===== src/include/dpcfg_map.svh =====
// Offsets, field positions, reset value and timing counts of the datapath control word
`ifndef DPCFG_MAP_SVH
`define DPCFG_MAP_SVH
`define DPCW_ADDR 7'h00
`define DPCW_RESET 16'h049c
`define DPCW_BIT_DC_AB 15
`define DPCW_BIT_DC_CD 14
`define DPCW_BIT_GP_AB 13
`define DPCW_BIT_GP_CD 12
`define DPCW_INTERP_HI 11
`define DPCW_INTERP_LO 8
`define DPCW_BIT_FIFO 7
`define DPCW_BIT_RSV6 6
`define DPCW_BIT_RSV5 5
`define DPCW_BIT_FAULT_OE 4
`define DPCW_BIT_FAULT_POL 3
`define DPCW_BIT_ALIGN 2
`define DPCW_BIT_SINC_AB 1
`define DPCW_BIT_SINC_CD 0
`define INTERP_1X 4'h0
`define INTERP_2X 4'h1
`define INTERP_4X 4'h2
`define INTERP_8X 4'h4
`define INTERP_16X 4'h8
`define DIV_MAX 4'hf
`endif


===== src/include/dpcfg_pkg.sv =====
// Types shared by the datapath control word logic
package dpcfg_pkg;
  // Decoded interpolation factor, one-hot
  typedef enum logic [4:0] {
    RATE_1X = 5'h01,
    RATE_2X = 5'h02,
    RATE_4X = 5'h04,
    RATE_8X = 5'h08,
    RATE_16X = 5'h10
  } rate_e;
  // Settings handed to the data path
  typedef struct packed {
    logic dc_fix_ab;
    logic dc_fix_cd;
    logic gain_phase_ab;
    logic gain_phase_cd;
    logic [3:0] interp;
    logic fifo_on;
    logic fault_drive;
    logic fault_high;
    logic align_on;
    logic sinc_ab;
    logic sinc_cd;
  } dp_cfg_s;
  // Serial port state
  typedef enum logic [2:0] {
    SP_IDLE = 3'h1,
    SP_SHIFT = 3'h2,
    SP_DONE = 3'h4
  } sp_state_e;
endpackage


===== src/logic/datapath_config_register.sv =====
// Datapath control word with its serial configuration port and fault pin drive
//
// How it works
// RQ1 - Bit 15 enables AB IQ offset correction
// RQ2 - Bit 14 enables CD IQ offset correction
// RQ3 - Bit 13 enables AB gain/phase correction
// RQ4 - Bit 12 enables CD gain/phase correction
// RQ5 - Bits 11:8 select interpolation 1x..16x
// RQ6 - Bit 7 enables input FIFO, resets one
// RQ7 - Bit 4 drives fault pin, else hi-Z
// RQ8 - Bit 3 sets fault polarity, one high
// RQ9 - Bit 2 allows divider and pointer sync
// RQ10 - Sync phase-aligns all divided clocks
// RQ11 - Bit 1 enables AB inverse sinc filter
// RQ12 - Bit 0 enables CD inverse sinc filter
// RQ13 - Software keeps bits 6 and 5 zero
// RQ14 - Word resets to 0x049C
// RQ15 - Fields read back; effect next cycle
//
// Serial port: SEN_N low frames a 24-bit transfer, MSB first on SCLK rising:
// bit 23 read(1)/write(0), bits 22:16 address, bits 15:0 data. Read data
// leaves on SDO_OUT, changing after each accepted SCLK falling edge.
`include "dpcfg_map.svh"
module datapath_config_register
  import dpcfg_pkg::*;
(
  // Clock and reset
  input wire logic REF_CLK_IN,
  input wire logic RESETN_IN,
  // Serial configuration port pins
  input wire logic SCLK_IN,
  input wire logic SEN_N_IN,
  input wire logic SDI_IN,
  output logic SDO_OUT,
  output logic SDO_OE_OUT,
  // Sync source pulse from the selected alignment source
  input wire logic ALIGN_EVENT_IN,
  // Fault request from the alarm logic, active high
  input wire logic FAULT_REQ_IN,
  // Fault pin, two signals
  output logic FAULT_OUT,
  output logic FAULT_OE_OUT,
  // Settings to the data path
  output dp_cfg_s CFG_OUT,
  output rate_e RATE_OUT,
  // Phase-aligned divided clock enables, one per rate
  output logic [4:0] DIV_EN_OUT
);
  logic sclk_s;  // Synchronised pin levels
  logic sen_n_s;
  logic sdi_s;
  logic align_s;

  // Pin synchronisers, one per serial port input pin and one for the sync source
  pin_sync u_sync_sclk (.clk(REF_CLK_IN), .rst_n(RESETN_IN), .din(SCLK_IN), .dout(sclk_s));
  // Frame enable idles high, so its synchroniser must come out of reset high too
  pin_sync #(.RST_LEVEL(1'b1)) u_sync_sen (.clk(REF_CLK_IN), .rst_n(RESETN_IN),
    .din(SEN_N_IN), .dout(sen_n_s));
  pin_sync u_sync_sdi (.clk(REF_CLK_IN), .rst_n(RESETN_IN), .din(SDI_IN), .dout(sdi_s));
  pin_sync u_sync_aln (.clk(REF_CLK_IN), .rst_n(RESETN_IN), .din(ALIGN_EVENT_IN),
    .dout(align_s));

  logic [15:0] word_q;  // The control word
  logic [15:0] word_d;
  sp_state_e state_q;  // Serial port state
  sp_state_e state_d;
  logic [4:0] cnt_q;  // Bits received in this frame
  logic [4:0] cnt_d;
  logic [23:0] shift_q;  // Incoming frame
  logic [23:0] shift_d;
  logic [15:0] rd_q;  // Outgoing read data
  logic [15:0] rd_d;
  logic rd_act_q;  // Frame is a read of this word
  logic rd_act_d;
  logic sdo_q;
  logic sdo_d;
  logic sclk_q;  // Previous synchronised SCLK, for edges
  logic align_q;  // Previous sync level, for edges
  logic [3:0] div_q;  // Shared divider counter
  logic [3:0] div_d;
  logic sclk_rise;
  logic sclk_fall;
  logic align_edge;

  assign sclk_rise = sclk_s & ~sclk_q;
  assign sclk_fall = ~sclk_s & sclk_q;
  assign align_edge = align_s & ~align_q;

  // Serial port and word update
  always_comb
  begin
    state_d = state_q;
    cnt_d = cnt_q;
    shift_d = shift_q;
    word_d = word_q;
    rd_d = rd_q;
    rd_act_d = rd_act_q;
    sdo_d = sdo_q;
    case (state_q)
      SP_IDLE:
      begin
        // Frame opens on SEN_N low
        cnt_d = 5'h00;
        rd_act_d = 1'b0;
        sdo_d = 1'b0;
        if (!sen_n_s)
        begin
          state_d = SP_SHIFT;
        end
      end
      SP_SHIFT:
      begin
        if (sen_n_s)
        begin
          // Short frame is dropped; nothing written
          state_d = SP_IDLE;
        end
        else
        begin
          if (sclk_rise)
          begin
            shift_d = {shift_q[22:0], sdi_s};
            cnt_d = cnt_q + 5'h01;
            // Command and address complete: arm readback
            if (cnt_q == 5'h07)
            begin
              rd_act_d = shift_q[6] && ({shift_q[5:0], sdi_s} == `DPCW_ADDR);
              rd_d = word_q;  // RQ15
            end
            if (cnt_q == 5'h17)
            begin
              state_d = SP_DONE;
              // Write takes effect from the next cycle
              if (!shift_q[22] && (shift_q[21:15] == `DPCW_ADDR))
              begin
                word_d = {shift_q[14:0], sdi_s};  // RQ15
              end
            end
          end
          if (sclk_fall && rd_act_q)
          begin
            sdo_d = rd_q[15];
            rd_d = {rd_q[14:0], 1'b0};
          end
        end
      end
      SP_DONE:
      begin
        // Wait for the frame to close
        if (sen_n_s)
        begin
          state_d = SP_IDLE;
        end
      end
      default:
      begin
        state_d = SP_IDLE;
      end
    endcase
  end

  // Serial port registers; the word resets to its documented value
  always_ff @(posedge REF_CLK_IN or negedge RESETN_IN)
  begin
    if (!RESETN_IN)
    begin
      word_q <= `DPCW_RESET;  // RQ14 RQ6
      state_q <= SP_IDLE;
      cnt_q <= 5'h00;
      shift_q <= 24'h000000;
      rd_q <= 16'h0000;
      rd_act_q <= 1'b0;
      sdo_q <= 1'b0;
      sclk_q <= 1'b0;
    end
    else
    begin
      word_q <= word_d;
      state_q <= state_d;
      cnt_q <= cnt_d;
      shift_q <= shift_d;
      rd_q <= rd_d;
      rd_act_q <= rd_act_d;
      sdo_q <= sdo_d;
      sclk_q <= sclk_s;
    end
  end

  // Readback drives SDO only during a read frame
  assign SDO_OUT = sdo_q;
  assign SDO_OE_OUT = rd_act_q & ~sen_n_s;

  // Divider: restarting the single counter aligns every divided clock at once
  always_comb
  begin
    div_d = div_q + 4'h1;
    if (align_edge && word_q[`DPCW_BIT_ALIGN])
    begin
      div_d = 4'h0;  // RQ9 RQ10
    end
  end

  // Divider registers
  always_ff @(posedge REF_CLK_IN or negedge RESETN_IN)
  begin
    if (!RESETN_IN)
    begin
      div_q <= 4'h0;
      align_q <= 1'b0;
    end
    else
    begin
      div_q <= div_d;
      align_q <= align_s;
    end
  end

  // Enables 1 to 4 derive from the same counter and enable 0 is always set, so they stay phase aligned
  always_comb
  begin
    DIV_EN_OUT[0] = 1'b1;
    DIV_EN_OUT[1] = (div_q[0] == 1'b0);  // RQ10
    DIV_EN_OUT[2] = (div_q[1:0] == 2'h0);
    DIV_EN_OUT[3] = (div_q[2:0] == 3'h0);
    DIV_EN_OUT[4] = (div_q == 4'h0);
  end

  // Settings to the data path come straight from the word
  always_comb
  begin
    CFG_OUT.dc_fix_ab = word_q[`DPCW_BIT_DC_AB];  // RQ1
    CFG_OUT.dc_fix_cd = word_q[`DPCW_BIT_DC_CD];  // RQ2
    CFG_OUT.gain_phase_ab = word_q[`DPCW_BIT_GP_AB];  // RQ3
    CFG_OUT.gain_phase_cd = word_q[`DPCW_BIT_GP_CD];  // RQ4
    CFG_OUT.interp = word_q[`DPCW_INTERP_HI:`DPCW_INTERP_LO];  // RQ5
    CFG_OUT.fifo_on = word_q[`DPCW_BIT_FIFO];  // RQ6
    CFG_OUT.fault_drive = word_q[`DPCW_BIT_FAULT_OE];  // RQ7
    CFG_OUT.fault_high = word_q[`DPCW_BIT_FAULT_POL];  // RQ8
    CFG_OUT.align_on = word_q[`DPCW_BIT_ALIGN];  // RQ9
    CFG_OUT.sinc_ab = word_q[`DPCW_BIT_SINC_AB];  // RQ11
    CFG_OUT.sinc_cd = word_q[`DPCW_BIT_SINC_CD];  // RQ12
  end

  // Rate decode; undefined codes fall back to 1x, which is the safe case
  always_comb
  begin
    case (word_q[`DPCW_INTERP_HI:`DPCW_INTERP_LO])
      `INTERP_1X: RATE_OUT = RATE_1X;  // RQ5
      `INTERP_2X: RATE_OUT = RATE_2X;
      `INTERP_4X: RATE_OUT = RATE_4X;
      `INTERP_8X: RATE_OUT = RATE_8X;
      `INTERP_16X: RATE_OUT = RATE_16X;
      default: RATE_OUT = RATE_1X;
    endcase
  end

  // Fault pin: polarity then tri-state control
  assign FAULT_OUT = word_q[`DPCW_BIT_FAULT_POL] ? FAULT_REQ_IN : ~FAULT_REQ_IN;  // RQ8
  assign FAULT_OE_OUT = word_q[`DPCW_BIT_FAULT_OE];  // RQ7
endmodule


===== src/logic/pin_sync.sv =====
// Three-stage synchroniser that reports a level once stages two and three agree
module pin_sync
  import dpcfg_pkg::*;
#(
  // Level the pin rests at; reset loads it so that no false edge follows release
  parameter logic RST_LEVEL = 1'b0
)
(
  input wire logic clk,
  input wire logic rst_n,
  input wire logic din,
  output logic dout
);
  logic [2:0] sync_q;  // Stage chain; bit 0 seen only by bit 1
  logic [2:0] sync_d;
  logic level_q;  // Accepted level
  logic level_d;

  // Next values: shift, accept when the two settled stages agree
  always_comb
  begin
    sync_d = {sync_q[1:0], din};
    level_d = (sync_q[1] == sync_q[2]) ? sync_q[2] : level_q;
  end

  // Registers only
  always_ff @(posedge clk or negedge rst_n)
  begin
    if (!rst_n)
    begin
      sync_q <= {3{RST_LEVEL}};
      level_q <= RST_LEVEL;
    end
    else
    begin
      sync_q <= sync_d;
      level_q <= level_d;
    end
  end

  assign dout = level_q;
endmodule


===== config.mk =====
export PLATFORM = sky130hd
export DESIGN_NAME = datapath_config_register
export DESIGN_NICKNAME = d
export VERILOG_FILES = /design/src/include/dpcfg_pkg.sv /design/src/logic/datapath_config_register.sv /design/src/logic/pin_sync.sv
export VERILOG_INCLUDE_DIRS = /design/src /design/src/include
export SDC_FILE = /design/constraint.sdc
export NUM_CORES = 1
export LEC_CHECK = 0
export BUFFER_PORTS_ARGS = -buffer_cell sky130_fd_sc_hd__buf_4
export CELL_PAD_IN_SITES_DETAIL_PLACEMENT = 0
export CELL_PAD_IN_SITES_GLOBAL_PLACEMENT = 1
export CORE_ASPECT_RATIO = 1.1
export CORE_MARGIN = 5
export CORE_UTILIZATION = 40
export CTS_BUF_LIST = sky130_fd_sc_hd__clkbuf_8
export DETAILED_ROUTE_END_ITERATION = 8
export PLACE_DENSITY = 0.72
export SKIP_CTS_REPAIR_TIMING = 1
export SYNTH_ARGS = -nofsm -noshare
export SYNTH_HDL_FRONTEND = slang
export SYNTH_SLANG_ARGS = --single-unit
export TNS_END_PERCENT = 30

===== constraint.sdc =====
create_clock -name REF_CLK_IN -period 4.31 [get_ports REF_CLK_IN]
set_clock_uncertainty 0.2 [all_clocks]
set_input_delay 0.2155 -clock REF_CLK_IN [delete_from_list [all_inputs] [get_ports REF_CLK_IN]]
set_output_delay 0.2155 -clock REF_CLK_IN [all_outputs]
set_load 0.1 [all_outputs]

==> flow_summary.toml, run 1 <==
[timing]
rsz0062_at_grt = "false"
hold_ws_ps = 154
report.final.slew_viol_count = 0
worst_slew_pin_slew_ps = 1080
finalCritPeriodShare_pct = 60.8
fmax_ghz = 0.381
finalWorstSetupSlack_ps = 1690
setup_viol = 0
relSlewSlack_pct = 28.0
timing.final.hold_violations = 0
min_period_ps = 2620

[clock_tree]
clk_latency_ps = 350
htree_levels = 3
clockRootBuffer = "clkbuf_8"
clk_path_buf_depth = 2
cts_num_sinks = 87
numCtsBuffers = 9
cts_tree = "done"
path_clk_slew_ps = 90

[yosys]
ys_seq_area_share_pct = 58.5
synth_compound_area_share_pct = 2.01
synth_top_family_by_area = "multiplexers"
ys_types = 40
syn_area_per_cell_um2 = 14.1
synth_common_cells = "dfrtp_1, mux2_2, buf_4"
synthAdderAreaFrac_pct = 2.07
synth.cell_area_mm2 = 0.00374
postSynth.asyncResetShare_pct = 100
yosysTopAreaCellShare_pct = 51.5
synth_nets = 276
yosysWarningCount = 0
syn_inst = 266
yosys.area.top_type = "dfrtp_1"
yosysMostFrequentCell = "dfrtp_1"
synthTopCellsByArea = "dfrtp_1, mux2_2, dfstp_2, mux2_4, buf_4"
ys_ff_latch = 87
synth_edf_count = 0
synth_xor_area_share_pct = 1.64
yosys.area_share.simple_pct = 9.19
yosys-mux-area-fraction_pct = 21.6
synth_flop_cell = "dfrtp_1"

[finish]
seq_area_mm2 = 0.00219
multi_input_area_mm2 = 0.00138
utilization_pct = 45.9
final_nets = 302
drive_gt1_share_pct = 44.8
stdcell_area_mm2 = 0.00425
fillers = 860
area_delta_synth_final_pct = 13.5
num_antenna_cells = 0
finalNonFillerCells = 414

[drt]
antenna_left = 0
drtIter0Drc = 67
wire_per_inst_um = 14.0
vias = 2030
viasPerCell = 4.90
first_pass_iters = 3
drcViolationCount = 0
wl_um = 5790

[pwr]
peakVddDrop_mv = 0.171
power.leakage_nw = 2.04
p_per_area_mw_per_mm2 = 374

[global_routing]
gr-total-overflow = 0
track_usage_pct = 11.1
antenna_found_initial = 0
grt_max_degree = 88
grt_pass1_wl_um = 9920
grt_pass1_vias = 2087

[setup_path]
cpMaxStageDelayCell = "o21ai_4"
critPathMaxFanout = 19
startpoint_type = "flip-flop"
critPathKind = "flip-flop to flip-flop"
cp.required_ps = 4350
crit_path_cell_trace = "nand3b_1 > o21ai_4 > mux2_2"
end_kind = "flip-flop"
cp.arrival_ps = 2660
max_stage_delay_ps = 790

[place]
portBuffers = 33
dp_hpwl_um = 3790
routabilityCongestion = 0.726
place_area_mm2 = 0.00397
dp_worst_setup_slack_ps = 1670
dp_cells = 393

[floorplan]
die_h_um = 111
core_area_mm2 = 0.00926
die-area_mm2 = 0.0114
initial_core_util_pct = 40.4
rows = 37
die_w_um = 102
io_pins = 35

[outcome]
outcome = "finished clean"

[min_path]
hold_class = "flip-flop to flip-flop"

[run]
maxCapViolCount = 0
==> path summary, 6_finish.rpt <==
path | start | to | slack, ps | cells past startpoint
min reg2reg | u_sync_aln.sync_q[0]$_DFF_PN0_ | u_sync_aln.sync_q[1]$_DFF_PN0_ | 150 | 0
min | u_sync_aln.sync_q[0]$_DFF_PN0_ | u_sync_aln.sync_q[1]$_DFF_PN0_ | 150 | 0
max | u_sync_sclk.dout$_DFFE_PN0N_ | rd_q[1]$_DFFE_PN0P_ | 1690 | 3
max reg2reg | u_sync_sclk.dout$_DFFE_PN0N_ | rd_q[1]$_DFFE_PN0P_ | 1690 | 3
min in group asynchronous | RESETN_IN | shift_q[19]$_DFFE_PN0P_ | 400 | 2
max in group asynchronous | RESETN_IN | rd_q[12]$_DFFE_PN0P_ | 2840 | 2
==> critical path: cells and delay by family (launching register included) <==
family	cells	cell delay (ps)
compound gates	1	790
simple gates	1	700
flops	1	420
mux	1	400
==> registers in the layout (all words and copies together), names as in the netlist, 3 cells and up <==
register and count:
shift_q 23, u_sync_sclk.sync_q 3, word_q 16, div_q 4, u_sync_sdi.sync_q 3, u_sync_aln.sync_q 3, u_sync_sen.sync_q 3, cnt_q 5
rd_q 16, state_q 3
==> logic make-up after synthesis <==
group / count (synthesis)
multiplexers: 69
XOR/XNOR: 7
AND/OR/NAND/NOR: 58
adder cells (fa/ha/maj): 7
AO/OA/AOI/OAI: 11
buffers and inverters: 26
other: 1
flip-flops: 87
==> cell usage in the layout (no fill, tap or decap), types with 4 or more instances in the layout <==
| cell | netlist | layout |
|---|---|---|
| mux2_2 | 59 | 59 |
| nor2b_1 | 5 | 5 |
| mux2_4 | 9 | 9 |
| maj3_1 | 4 | 4 |
| xnor2_1 | 4 | 4 |
| dfrtp_1 | 77 | 77 |
| clkbuf_8 | 0 | 9 |
| nand3_1 | 9 | 9 |
| dlygate4sd3_1 | 0 | 5 |
| nor2_1 | 13 | 13 |
| dfstp_2 | 10 | 10 |
| o21ai_0 | 5 | 5 |
| nand2_1 | 8 | 8 |
| buf_4 | 15 | 33 |
==> area by class of cell <==
type                       count  share of cell area, %
inverter                       3                  0.265
clock inverter                 7                   2.41
multi-input combinational    153                   32.4
tap                          117                   3.45
sequential                    87                   51.5
clock buffer                   9                   2.92
timing repair buffer          38                   7.01
==> through the flow <==
step                power, mW  setup TNS [ps]
floorplan               0.938            -998
global placement        0.973               0
detailed placement      0.975               0
CTS                      1.61               0
global route             1.66               0
finish                   1.59               0
==> where the power goes <==
| part | internal, mW | leakage, nW | switching [mW] | total (mW) |
|---|---|---|---|---|
| Clock | 0.333 | 0.111 | 0.297 | 0.631 |
| Combinational | 0.0377 | 0.788 | 0.0497 | 0.0874 |
| Sequential | 0.845 | 1.14 | 0.0272 | 0.873 |
==> layer usage <==
metal	track usage (%)	wire (um)	vias to the layer above	share of wire, %
met3	2.94	231	12	4.0
li1	-	-	966	-
met5	0	0	-	0
met4	5.51	133	0	2.3
met1	14.9	2710	1019	47
met2	16.4	2710	33	47
Power figures use the tool's default switching activity.
==> run 2, diff against run 1 <==
ABC_AREA = 1   (was not set)
PLACE_DENSITY = 0.77   (was 0.72)
clock period = 2.7 ns   (was 4.31 ns; I/O delays follow)
==> run 2 against run 1 <==
Against the previous run:
- non-clock buffer count up 5
- design area up 6.0%
- global-route usage up 2.4 points
- hold slack worse by 3.4 ps
- combinational power rose to 3.6 times the previous value
- worst setup slack worse by 990 ps
- critical endpoint is now rd_q[14]$_DFFE_PN0P_
- critical path depth up 5
- clock power up 70%
- maximum frequency up 31%
- total power up 76%
- clock-buffer cell count up 1
- synthesized cell count up 71%
==> flow_summary.toml, run 2 <==
[finish]
largest_reg_flops = 23
top_register = "shift_q"
top_regs = "shift_q x23, rd_q x16, word_q x16"
final_nets = 490
fillers = 977
num_antenna_cells = 0
drive_gt1_share_pct = 17.3
area_delta_synth_final_pct = 14.1
utilization_pct = 46.2
final_cell_mix = "nand2_1, dfrtp_1, buf_4, nand3_1, inv_1"
final_common_cell = "nand2_1"

[drt]
drtIter0Drc = 121
vias = 2877
met3_length_um = 245
wire_per_inst_um = 12.5
wl_um = 7580
first_pass_iters = 4
wl_met2_um = 3590
wl_met1_um = 3600
viasPerCell = 4.76
drcViolationCount = 0
antenna_left = 0
top_layer_used = "met4"

[setup_path]
r2r_setup_slack_ps = 700
cp.arrival_ps = 2080
cp_num_buf_inv = 2
critPathKind = "flip-flop to flip-flop"
end_kind = "flip-flop"
cpLargestDelayFamily = "simple AND/OR/NAND/NOR gates"
cpMaxStageDelayCell = "dfrtp_1"
startpoint_type = "flip-flop"
startpoint = "state_q[1]$_DFFE_PN0P_"
r2r-start = "state_q[1]$_DFFE_PN0P_"
cp.required_ps = 2790
crit_path_cell_trace = "inv_2 > nor2_4 > nand3_2 > inv_2 > nand2_2 > nand2_4 > nand2_1 > nand2_1"
max_stage_delay_ps = 410
critPathMaxFanout = 20

[floorplan]
rows = 38
initial_core_util_pct = 40.5
io_pins = 35
die_h_um = 114
die-area_mm2 = 0.0120
core_area_mm2 = 0.00975
die_w_um = 105

[pwr]
p_per_area_mw_per_mm2 = 623
power.leakage_nw = 2.42
peakVddDrop_mv = 0.264

[clock_tree]
cts_num_sinks = 87
numCtsBuffers = 9
clk_path_buf_depth = 2
clockRootBuffer = "clkbuf_8"
path_clk_slew_ps = 90
clk_latency_ps = 350
cts_tree = "done"
htree_levels = 3

[place]
portBuffers = 33
dp_hpwl_um = 5120
dp_worst_setup_slack_ps = 707
routabilityCongestion = 0.775

[global_routing]
grt_pass1_vias = 2722
grt_pass1_wl_um = 13200
antenna_found_initial = 0
track_usage_pct = 13.5
gr-total-overflow = 0
grt_max_degree = 88

[yosys]
synth_edf_count = 0
yosysMostFrequentCell = "nand2_1"
syn_area_per_cell_um2 = 8.65
syn_inst = 456
yosysWarningCount = 0
synth.cell_area_mm2 = 0.00395
synthTopCellsByArea = "dfrtp_1, nand2_1, dfstp_2, nand3_1, buf_4"
ys_types = 26
synth_common_cells = "nand2_1, dfrtp_1, nand3_1"
postSynth.asyncResetShare_pct = 100
ys_ff_latch = 87
yosys.area.top_type = "dfrtp_1"
synth_nets = 466
ys_seq_area_share_pct = 55.5
yosysTopAreaCellShare_pct = 48.8
synth_flop_cell = "dfrtp_1"

[timing]
report.final.slew_viol_count = 0
timing.final.hold_violations = 0
finalCritPeriodShare_pct = 74.0
rsz0062_at_grt = "false"
min_period_ps = 2000
fmax_ghz = 0.501
finalWorstSetupSlack_ps = 703
setup_viol = 0

[min_path]
min-delay-start = "u_sync_sdi.sync_q[0]$_DFF_PN0_"
hold_class = "flip-flop to flip-flop"

[run]
maxCapViolCount = 0

[outcome]
outcome = "finished clean"
run 2: cell count changes after synthesis, sizes merged, moves of 8 or more:
cell | previous run | this run
nor2 | 14 | 22
nand2 | 8 | 191
nand3 | 9 | 36
nand4 | 0 | 20
inv | 3 | 34
o21ai | 6 | 20
buf | 20 | 29
mux2 | 68 | 0
run 2: cell families (layout without fill, tap and decap cells):
group	count (synthesis)	in the layout	synth area share (%)
other	1	1	0.0950
and+or+nand+nor	274	274	30.6
DFF	87	87	55.5
adders and majority gates	7	7	1.97
buffers and inverters	64	93	8.62
AOI/OAI and AO/OA	20	20	2.54
xor gates and xnor gates	3	3	0.666
run 2: worst register-to-register path, cell delays in order, from the launching register on:
cell and delay, ps:
dfrtp_1 410, inv_2 90, nor2_4 100, nand3_2 110, inv_2 300, nand2_2 310
nand2_4 270, nand2_1 70, nand2_1 60
run 2: final timing paths:
| kind | to | cells after the start |
|---|---|---|
| min in group asynchronous | sclk_q$_DFF_PN0_ | 3 |
| worst min-delay path | u_sync_sdi.sync_q[1]$_DFF_PN0_ | 0 |
| max in group asynchronous | word_q[4]$_DFFE_PN1P_ | 3 |
| worst min register to register | u_sync_sdi.sync_q[1]$_DFF_PN0_ | 0 |
| worst max-delay path | rd_q[14]$_DFFE_PN0P_ | 8 |
| worst max register to register | rd_q[14]$_DFFE_PN0P_ | 8 |
run 2: metrics by stage:
stage	power (mW)	TNS [ps]	cell area (um^2)	hold slack [ps]	cells
after global placement	1.75	0	4210	11.8	584
after global routing	2.93	0	4500	158	605
after detailed placement	1.75	0	4210	14.2	584
final	2.80	0	4500	150	605
after floorplan	1.66	-1250	3980	-361	456
after CTS	2.82	0	4450	-369	600
run 2: where the power goes:
part | internal (mW) | total, mW | switching [mW]
clock network | 0.631 | 1.07 | 0.443
registers | 1.37 | 1.41 | 0.0477
logic | 0.0882 | 0.316 | 0.227
total | 2.08 | 2.80 | 0.719
run 2: routing by layer:
metal / global-route usage (%) / vias to the layer above
met5: 0 / -
met4: 5.63 / 0
met3: 2.37 / 12
met2: 21.2 / 41
met1: 18.5 / 1351
li1: - / 1473
run 2: area by class of cell:
type | count | area (um^2) | share of cell area, %
tap | 120 | 150 | 3.33
inverter | 34 | 128 | 2.83
clock buffer | 10 | 138 | 3.06
multi-input combinational | 305 | 1450 | 32.2
clock inverter | 6 | 101 | 2.25
timing repair buffer | 43 | 348 | 7.72
sequential | 87 | 2190 | 48.6
